==> src/rtl/ts_path_pkg.sv <==
// shared types and constants for the ingress timestamp path
package ts_path_pkg;
  localparam int unsigned DATA_W      = 32;
  localparam int unsigned TS_W        = 64;
  localparam int unsigned ETYPE_W     = 16;
  localparam int unsigned EVQ_DEPTH   = 8;
  localparam logic [ETYPE_W-1:0] ETYPE_DEFAULT = 16'h0A5C;
  localparam logic [7:0] ETYPE_HI_BEAT = 8'h00;

  // one beat of received packet data
  typedef struct packed {
    logic [DATA_W-1:0] data;
    logic              sop;
    logic              eop;
  } beat_t;

  // one beat towards the host dma, timestamp rides with the first beat
  typedef struct packed {
    logic [DATA_W-1:0] data;
    logic              sop;
    logic              eop;
    logic              ts_vld;
    logic [TS_W-1:0]   ts;
  } dma_beat_t;

  // event fifo entry
  typedef struct packed {
    logic [ETYPE_W-1:0] etype;
    logic [TS_W-1:0]    ts;
  } event_t;
endpackage

==> src/rtl/ingress_timestamp_path.sv <==
// receive timestamp path from host port fifo to time sync unit and dma
`timescale 1ns/1ps
module ingress_timestamp_path #(
  parameter int unsigned EV_DEPTH = ts_path_pkg::EVQ_DEPTH
) (
  input  wire logic                       clk_in,
  input  wire logic                       srst_in,
  input  wire logic                       host_ts_en_in,
  input  wire logic                       event_en_in,
  input  wire logic [ts_path_pkg::ETYPE_W-1:0] etype_cfg_in,
  input  wire logic [ts_path_pkg::TS_W-1:0]    time_now_in,
  input  wire logic                       rx_valid_in,
  input  wire ts_path_pkg::beat_t         rx_beat_in,
  input  wire logic                       rx_preamble_ok_in,
  output logic                            rx_ready_out,
  output logic                            ts_req_out,
  input  wire logic                       ts_ack_in,
  input  wire logic [ts_path_pkg::TS_W-1:0]    ts_value_in,
  output logic                            dma_valid_out,
  output ts_path_pkg::dma_beat_t          dma_beat_out,
  input  wire logic                       dma_ready_in,
  input  wire logic                       ev_pop_in,
  output logic                            ev_valid_out,
  output ts_path_pkg::event_t             ev_data_out,
  output logic                            ev_overflow_out,
  output logic                            locked_out
);
  import ts_path_pkg::*;

  typedef enum logic [1:0] {
    ST_IDLE = 2'b00,
    ST_WAIT = 2'b01,
    ST_PASS = 2'b10
  } st_t;

  st_t              st_r, st_nxt;
  logic [TS_W-1:0]  ts_r, ts_nxt;
  logic             ts_have_r, ts_have_nxt;
  logic             req_sent_r, req_sent_nxt;
  logic             first_r, first_nxt;
  dma_beat_t        out_r, out_nxt;
  logic             out_v_r, out_v_nxt;
  logic             ev_push;
  event_t           ev_entry;
  logic             take, out_free;

  // =========================================================
  // event capture on matching ethertype
  // ethertype assumed in upper half of the fourth beat is too costly;
  // first beat low half carries it here, a simplification
  always_comb begin
    ev_entry.etype = rx_beat_in.data[ETYPE_W-1:0];
    ev_entry.ts    = time_now_in;
    ev_push = event_en_in && take && rx_beat_in.sop
              && (rx_beat_in.data[ETYPE_W-1:0] == etype_cfg_in);
  end

  event_queue #(
    .DEPTH(EV_DEPTH)
  ) u_evq (
    .clk_in       (clk_in),
    .srst_in      (srst_in),
    .push_in      (ev_push),
    .push_data_in (ev_entry),
    .pop_in       (ev_pop_in),
    .valid_out    (ev_valid_out),
    .data_out     (ev_data_out),
    .full_out     (),
    .overflow_out (ev_overflow_out)
  );

  // =========================================================
  // host port stream with per packet timestamp
  assign out_free = !out_v_r || dma_ready_in;
  assign take     = rx_valid_in && rx_ready_out;

  always_comb begin
    rx_ready_out = 1'b0;
    if (st_r == ST_PASS) begin
      rx_ready_out = out_free;
    end else if (st_r == ST_IDLE) begin
      // without host stamping no wait at all
      rx_ready_out = out_free && !host_ts_en_in;
    end
  end

  always_comb begin
    st_nxt       = st_r;
    ts_nxt       = ts_r;
    ts_have_nxt  = ts_have_r;
    req_sent_nxt = req_sent_r;
    first_nxt    = first_r;
    out_nxt      = out_r;
    out_v_nxt    = out_v_r && !dma_ready_in;
    ts_req_out   = 1'b0;
    unique case (st_r)
      ST_IDLE: begin
        if (rx_valid_in && rx_beat_in.sop && host_ts_en_in) begin
          st_nxt       = ST_WAIT;
          ts_have_nxt  = 1'b0;
          // bad preamble: no request, nothing ever answers
          ts_req_out   = rx_preamble_ok_in;
          req_sent_nxt = rx_preamble_ok_in;
        end else if (take && !rx_beat_in.eop) begin
          st_nxt = ST_PASS;
        end
        first_nxt = 1'b1;
      end
      ST_WAIT: begin
        if (ts_ack_in && req_sent_r) begin
          ts_nxt      = ts_value_in;
          ts_have_nxt = 1'b1;
          st_nxt      = ST_PASS;
        end else if (!host_ts_en_in) begin
          // enable cleared: release packet without a stamp
          st_nxt = ST_PASS;
        end
      end
      ST_PASS: begin
        if (take && rx_beat_in.eop) begin
          st_nxt = ST_IDLE;
        end
      end
      default: st_nxt = ST_IDLE;
    endcase
    if (take) begin
      out_nxt.data   = rx_beat_in.data;
      out_nxt.sop    = rx_beat_in.sop;
      out_nxt.eop    = rx_beat_in.eop;
      out_nxt.ts_vld = ts_have_r && first_r && (st_r == ST_PASS);
      out_nxt.ts     = ts_r;
      out_v_nxt      = 1'b1;
      first_nxt      = 1'b0;
      if (st_r == ST_IDLE || rx_beat_in.eop) begin
        ts_have_nxt = 1'b0;
      end
    end
  end

  always_ff @(posedge clk_in) begin
    if (srst_in) begin
      st_r       <= ST_IDLE;
      ts_r       <= '0;
      ts_have_r  <= 1'b0;
      req_sent_r <= 1'b0;
      first_r    <= 1'b1;
      out_r      <= '0;
      out_v_r    <= 1'b0;
    end else begin
      st_r       <= st_nxt;
      ts_r       <= ts_nxt;
      ts_have_r  <= ts_have_nxt;
      req_sent_r <= req_sent_nxt;
      first_r    <= first_nxt;
      out_r      <= out_nxt;
      out_v_r    <= out_v_nxt;
    end
  end

  assign dma_valid_out = out_v_r;
  assign dma_beat_out  = out_r;
  assign locked_out    = (st_r == ST_WAIT) && !req_sent_r;
endmodule // ingress_timestamp_path

==> src/rtl/event_queue.sv <==
// flip-flop event queue of captured timestamps
`timescale 1ns/1ps
module event_queue #(
  parameter int unsigned DEPTH = ts_path_pkg::EVQ_DEPTH
) (
  input  wire logic                clk_in,
  input  wire logic                srst_in,
  input  wire logic                push_in,
  input  wire ts_path_pkg::event_t push_data_in,
  input  wire logic                pop_in,
  output logic                     valid_out,
  output ts_path_pkg::event_t      data_out,
  output logic                     full_out,
  output logic                     overflow_out
);
  import ts_path_pkg::*;
  localparam int unsigned AW = (DEPTH > 1) ? $clog2(DEPTH) : 1;

  event_t            mem_r [DEPTH];
  event_t            mem_nxt [DEPTH];
  logic [AW-1:0]     wr_r, wr_nxt, rd_r, rd_nxt;
  logic [AW:0]       cnt_r, cnt_nxt;
  logic              ovf_r, ovf_nxt;
  logic              do_push, do_pop;

  // =========================================================
  // next state
  always_comb begin
    do_pop  = pop_in && (cnt_r != '0);
    do_push = push_in && ((cnt_r != (AW+1)'(DEPTH)) || do_pop);
    mem_nxt = mem_r;
    wr_nxt  = wr_r;
    rd_nxt  = rd_r;
    cnt_nxt = cnt_r;
    ovf_nxt = ovf_r || (push_in && !do_push);
    if (do_push) begin
      mem_nxt[wr_r] = push_data_in;
      wr_nxt = (wr_r == AW'(DEPTH - 1)) ? '0 : wr_r + 1'b1;
    end
    if (do_pop) begin
      rd_nxt = (rd_r == AW'(DEPTH - 1)) ? '0 : rd_r + 1'b1;
    end
    cnt_nxt = cnt_r + (AW+1)'(do_push) - (AW+1)'(do_pop);
  end

  // =========================================================
  // registers
  always_ff @(posedge clk_in) begin
    if (srst_in) begin
      wr_r  <= '0;
      rd_r  <= '0;
      cnt_r <= '0;
      ovf_r <= 1'b0;
    end else begin
      wr_r  <= wr_nxt;
      rd_r  <= rd_nxt;
      cnt_r <= cnt_nxt;
      ovf_r <= ovf_nxt;
    end
    mem_r <= mem_nxt;
  end

  assign valid_out    = (cnt_r != '0);
  assign data_out     = mem_r[rd_r];
  assign full_out     = (cnt_r == (AW+1)'(DEPTH));
  assign overflow_out = ovf_r;
endmodule // event_queue

==> config.mk <==
export PLATFORM = sky130hd
export DESIGN_NAME = ingress_timestamp_path
export DESIGN_NICKNAME = d
export VERILOG_FILES = /design/src/rtl/ts_path_pkg.sv /design/src/rtl/ingress_timestamp_path.sv /design/src/rtl/event_queue.sv
export SDC_FILE = /design/constraint.sdc
export NUM_CORES = 1
export LEC_CHECK = 0
export ABC_AREA = 1
export BUFFER_PORTS_ARGS = -buffer_cell sky130_fd_sc_hd__clkbuf_2
export CAP_MARGIN = 20
export CELL_PAD_IN_SITES_DETAIL_PLACEMENT = 0
export CELL_PAD_IN_SITES_GLOBAL_PLACEMENT = 1
export CORE_UTILIZATION = 45
export CTS_BUF_LIST = sky130_fd_sc_hd__clkbuf_4
export DETAILED_ROUTE_END_ITERATION = 10
export PLACE_DENSITY_LB_ADDON = 0.12
export SLEW_MARGIN = 20
export SYNTH_ARGS = -nofsm -noshare
export SYNTH_HDL_FRONTEND = slang
export SYNTH_SLANG_ARGS = --single-unit
==> constraint.sdc <==
create_clock -name clk_in -period 5.6 [get_ports clk_in]
set_input_delay 0.28 -clock clk_in [delete_from_list [all_inputs] [get_ports clk_in]]
set_output_delay 0.28 -clock clk_in [all_outputs]
set_load 0.02 [all_outputs]
## After elaboration in Yosys (flattened, before gate mapping)

Cells that the tools add are included.

- Input port bits: 187
- Output and inout port bits: 185
- Flip-flop bits (word level): 820
- Word-level logic and storage cells: 109

- $add $sub $neg: 4
- Mux-type cells: 26
- Eq/ne operators: 9
- Order comparisons: 3
- Bitwise gates (word level): 2
- Reduce and logical (&&, ||, !) cells: 34

Operator list:

| operator | number |
|---|---|
| $bwmux 640 | 1 |
| $bmux 80 s3 | 1 |
| $demux 80 s3 | 1 |
| $mux 80 | 3 |
| $logic_and 1x1->1 | 18 |
| $eq 16x16->1 | 1 |
| $mux 1 | 11 |
| $mux 2 | 5 |
| $ge 4x4->1 const B | 2 |
| $not 3->4 | 2 |
| $add 3x1->3 const B | 2 |
| $eq 3x3->1 const B | 2 |
| $logic_not 1->1 | 6 |
| $mux 3 | 2 |
| $pmux 2 s3 | 1 |
| $add 4x1->4 | 1 |
| $logic_or 1x1->1 | 4 |
| $lt 4x1->1 const B | 1 |
| $ne 4x4->1 const B | 1 |
| $reduce_and 2->1 | 2 |
| $reduce_bool 4->1 | 1 |
| $sub 4x1->4 | 1 |
| $ne 3x1->1 const B | 1 |
| $ne 3x3->1 const B | 1 |
| 7 further kinds | 7 |

## Longest topological paths before layout

- Depth after elaboration: 13
- Depth in mapped cells: 13
- Gate-level depth less buffers: 13

## Hierarchy

Synthesis repeated with hierarchy kept, for this count alone.

- Cell total of the unflattened synthesis: 2682
- Area total of the unflattened synthesis: 31355.1 sq um

By module, submodules not included:

| module | instances | cells each | area an instance (sq um) |
|---|---|---|---|
| event_queue | 1 | 1892 | 25235.5 |
| ingress_timestamp_path | 1 | 790 | 6119.6 |

## Least setup slack after synthesis

No wires, ideal clock.

- Kind: reg2reg
- Start point: reg u_evq.cnt_r[2]
- End point: reg u_evq.mem_r[100] (netlist name), enable pin
- Arrival time: 4.706 ns
- Buffers on the path: 0
- Stages on the path, launching flop included: 10
- Required time: 5.081 ns
- Path slack: 0.376 ns
- Setup time: 0.519 ns
- Period minus slack after synthesis: 5.224 ns
- Cell sequence: dfxtp_1 inv_1 ha_1 nand2_1 nand2_1 nand3_1 nand4_4 inv_2 nand2_2 nor2_1

- Longest elaborated chain between the ends: 4

RTL lines:

| what | line | text |
|---|---|---|
| start, declared | event_queue.sv:22 | `logic [AW:0] cnt_r, cnt_nxt;` |
| start signal, assigned | event_queue.sv:57 | `cnt_r <= cnt_nxt;` |
| $reduce_bool 4->1 | -- |  |
| via ev_valid_out | ingress_timestamp_path.sv:23 | `output logic ev_valid_out,` |
| $logic_and 1x1->1 | event_queue.sv:29 | `do_pop = pop_in && (cnt_r != '0);` |
| $logic_or 1x1->1 | event_queue.sv:30 | `do_push = push_in && ((cnt_r != (AW+1)'(DEPTH)) \|\| do_pop);` |
| $logic_and 1x1->1 | event_queue.sv:30 |  |
| via u_evq.do_push | event_queue.sv:24 | `logic do_push, do_pop;` |
| end signal, assigned | event_queue.sv:60 | `mem_r <= mem_nxt;` |
| end, declared | event_queue.sv:19 | `event_t mem_r [DEPTH];` |

The timed path passes the listed nets, and every way through them passes these cells.
A chain may end at the register's enable or synchronous reset.

==> flow_summary.ini <==
[sta]
period_share_pct = 69.6
slew_violations = 0
worstMarginPinSlew_ps = 1070
setup_ws_ps = 1700
fmax_mhz = 256
hold_violations = 0
finalSetupTns_ps = 0
fin_crit_ps = 3900
holdWs_ps = 134
setup_viol = 0
maxSlewHeadroom_pct = 28.5
fin_skew_ps = 72.6
rsz0062_at_grt = no

[finish]
drive_above_1_share_pct = 20.8
final_cells = 4551
fin_util_pct = 57.7
final_area_um2 = 39700
layout.nets = 3658
syn_to_final_growth_pct = 26.4

[critical_path]
end_kind = output port
reg2reg_setup_slack_ps = 2610
path_class = flop to output port
worst_ep_arrival_time_ps = 3620
required_ps = 5320
crit-reg2reg-launch = st_r[0]$_SDFFE_PP0P_
r2r-end = ts_r[62]$_SDFFE_PP0P_
startpoint_type = flop
cp_max_fo = 170
rr_worst_depth = 8

[clocking]
cts_tree = built
clk_path_buf_depth = 3
clock_latency_ps = 1030
post_cts_resized = 0
clock-sinks = 820
cts_setup_buffers = 0
cts_root_buf = clkbuf_4
numCtsBuffers = 207
clk_pin_slew_ps = 60
htreeDepth = 4

[logic_synthesis]
syn-instance-count = 2714
synthesis.area_um2 = 31400
synth_edf_count = 640
syn_area_per_cell_um2 = 11.6
synth_async_sr_flop_share_pct = 0
synth_warnings = 0
synth_cell_type_count = 35
synth_top_cell_by_area = edfxtp_1
synth-seq-area-share_pct = 72.6
synth_top_flop_cell = edfxtp_1
synth_most_common_cell = nor2_1
yosys-top-cells-area = edfxtp_1 61%, dfxtp_1 11%, nor2_1 11%
syn_nets = 2912
synth_top_area_share_pct = 61.1
ys_ff_latch = 820
synth.top_cells.by_count = 891 x nor2_1, 640 x edfxtp_1, 411 x o21ai_0, 180 x dfxtp_1, 92 x clkbuf_1

[floorplanning]
rows = 96
core_um2 = 68800
die_w_um = 266
dieHeight_um = 266
start_util_pct = 45.7
ios = 372
die_area_um2 = 70900

[hold_path]
hold-path-cell-count = 2
hold_path_class = primary input to flop
hp-start = time_now_in[34]
hold_path_end = u_evq.mem_r[274]$_DFFE_PP_

[routing]
wl_per_cell_um = 18.0
wirelength_um = 82100
drt-initial-drc-count = 1483
drtAntennaViolNets = 0
detailroute.via_count = 23054
viasPerCell = 5.07
drc = 0
first_pass_iters = 5

[global_routing]
track_usage_pct = 23.1
grt.overflow.total = 0
grt_pass1_vias = 23756
grt_antenna_before_repair = 3
grt_pass1_wl_um = 127000
grt_max_degree = 203

[power_and_ir_drop]
power.leakage_nw = 15.1
p_total_mw = 15.8
peakVddDrop_v = 0.000348
powerDensity_nw_per_um2 = 396

[placed_design]
portBuffers = 371
pre_cts_ws_ps = 2230
gp_congestion = 0.788
dp_hpwl_um = 41000
postPlaceCellArea_um2 = 33900
dp_cells = 3865

[run]
maxCapViolCount = 0

[status]
outcome = completed
[timing repair]
action | 4_1_cts | 5_1_grt
endpoints found under the hold margin | 754 | 0
hold buffers | 317 | 0
setup endpoints to repair | 0 | 0
[how the worst max path moves through the flow]
stage,cells after the start,from,slack (ps),endpoint
finish,7,u_evq.rd_r[0]$_SDFFE_PP0P_,1700,ev_data_out[5]
global route,7,u_evq.rd_r[0]$_SDFFE_PP0P_,1320,ev_data_out[58]
global placement,12,rx_beat_in[16],2270,u_evq.mem_r[50]$_DFFE_PP_
detailed placement,12,rx_beat_in[16],2230,u_evq.mem_r[50]$_DFFE_PP_
floorplan,9,u_evq.cnt_r[2]$_SDFF_PP0_,380,u_evq.mem_r[100]$_DFFE_PP_
CTS,7,u_evq.rd_r[0]$_SDFFE_PP0P_,1480,ev_data_out[5]
[cells in the final DEF (no fill, tap or decap), drive strengths merged]
cell and instances:
nand3b 1, clkinvlp 6, buf 25, nor2 894, clkbuf 682, bufinv 1, dfxtp 180, or2 3
a31oi 81, fa 1, ha 10, o21bai 1, a21o 1, o22ai 80, nor3 2, nand3 6
dlygate4sd3 317, nand4 3, inv 55, a21oi 26, nand2 64, xnor2 1, clkinv 48, o21ai 490
edfxtp 640, diode 2
[power by group]
group	switching (mW)	internal, mW
combinational	2.81	1.28
sequential	0.0833	6.65
clock	2.35	2.58
[registers in the layout (all words and copies together) (netlist names)]
signal	count
ts_r	64
u_evq.wr_r	3
dma_beat_out	99
req_sent_r	1
u_evq.mem_r	640
dma_valid_out	1
u_evq.cnt_r	4
u_evq.overflow_out	1
u_evq.rd_r	3
ts_have_r	1
st_r	2
first_r	1
[routing by layer]
| metal | track usage [%] | vias up | wire length [um] |
|---|---|---|---|
| met5 | 0 | - | 13 |
| met4 | 8.09 | 2 | 1450 |
| met3 | 6.58 | 107 | 5710 |
| met2 | 39.6 | 641 | 40800 |
| met1 | 27.8 | 11121 | 34100 |
| li1 | - | 11183 | - |
[final cells by class]
class,count,area [um2]
clock buffers,311,2330
clock inverters,56,288
fillers,5954,29100
repair buffers,713,5340
flip-flops and latches,820,22800
inverters,54,221
multi-input cells,1664,7550
well taps,931,1160
diodes,2,5.00
[worst max-delay path, cell delays in order, from the launching register on]
cell      delay, ps
dfxtp_4         460
inv_8           690
buf_4           530
o21ai_0         140
o22ai_1         190
nor2_1           60
a31oi_1         310
clkbuf_2        230
[kinds of logic (layout without fill, tap and decap cells)]
| logic type | Yosys count | after routing | share of synthesized area (%) |
|---|---|---|---|
| AO/OA/AOI/OAI | 679 | 679 | 11.5 |
| XOR/XNOR | 1 | 1 | 0.0279 |
| adder cells (fa/ha/maj) | 11 | 11 | 0.462 |
| buffers and inverters | 230 | 1134 | 3.57 |
| flip-flops | 820 | 820 | 72.6 |
| other | 0 | 2 | 0 |
| AND/OR/NAND/NOR | 973 | 973 | 11.9 |
(Power assumes the default switching activity.)
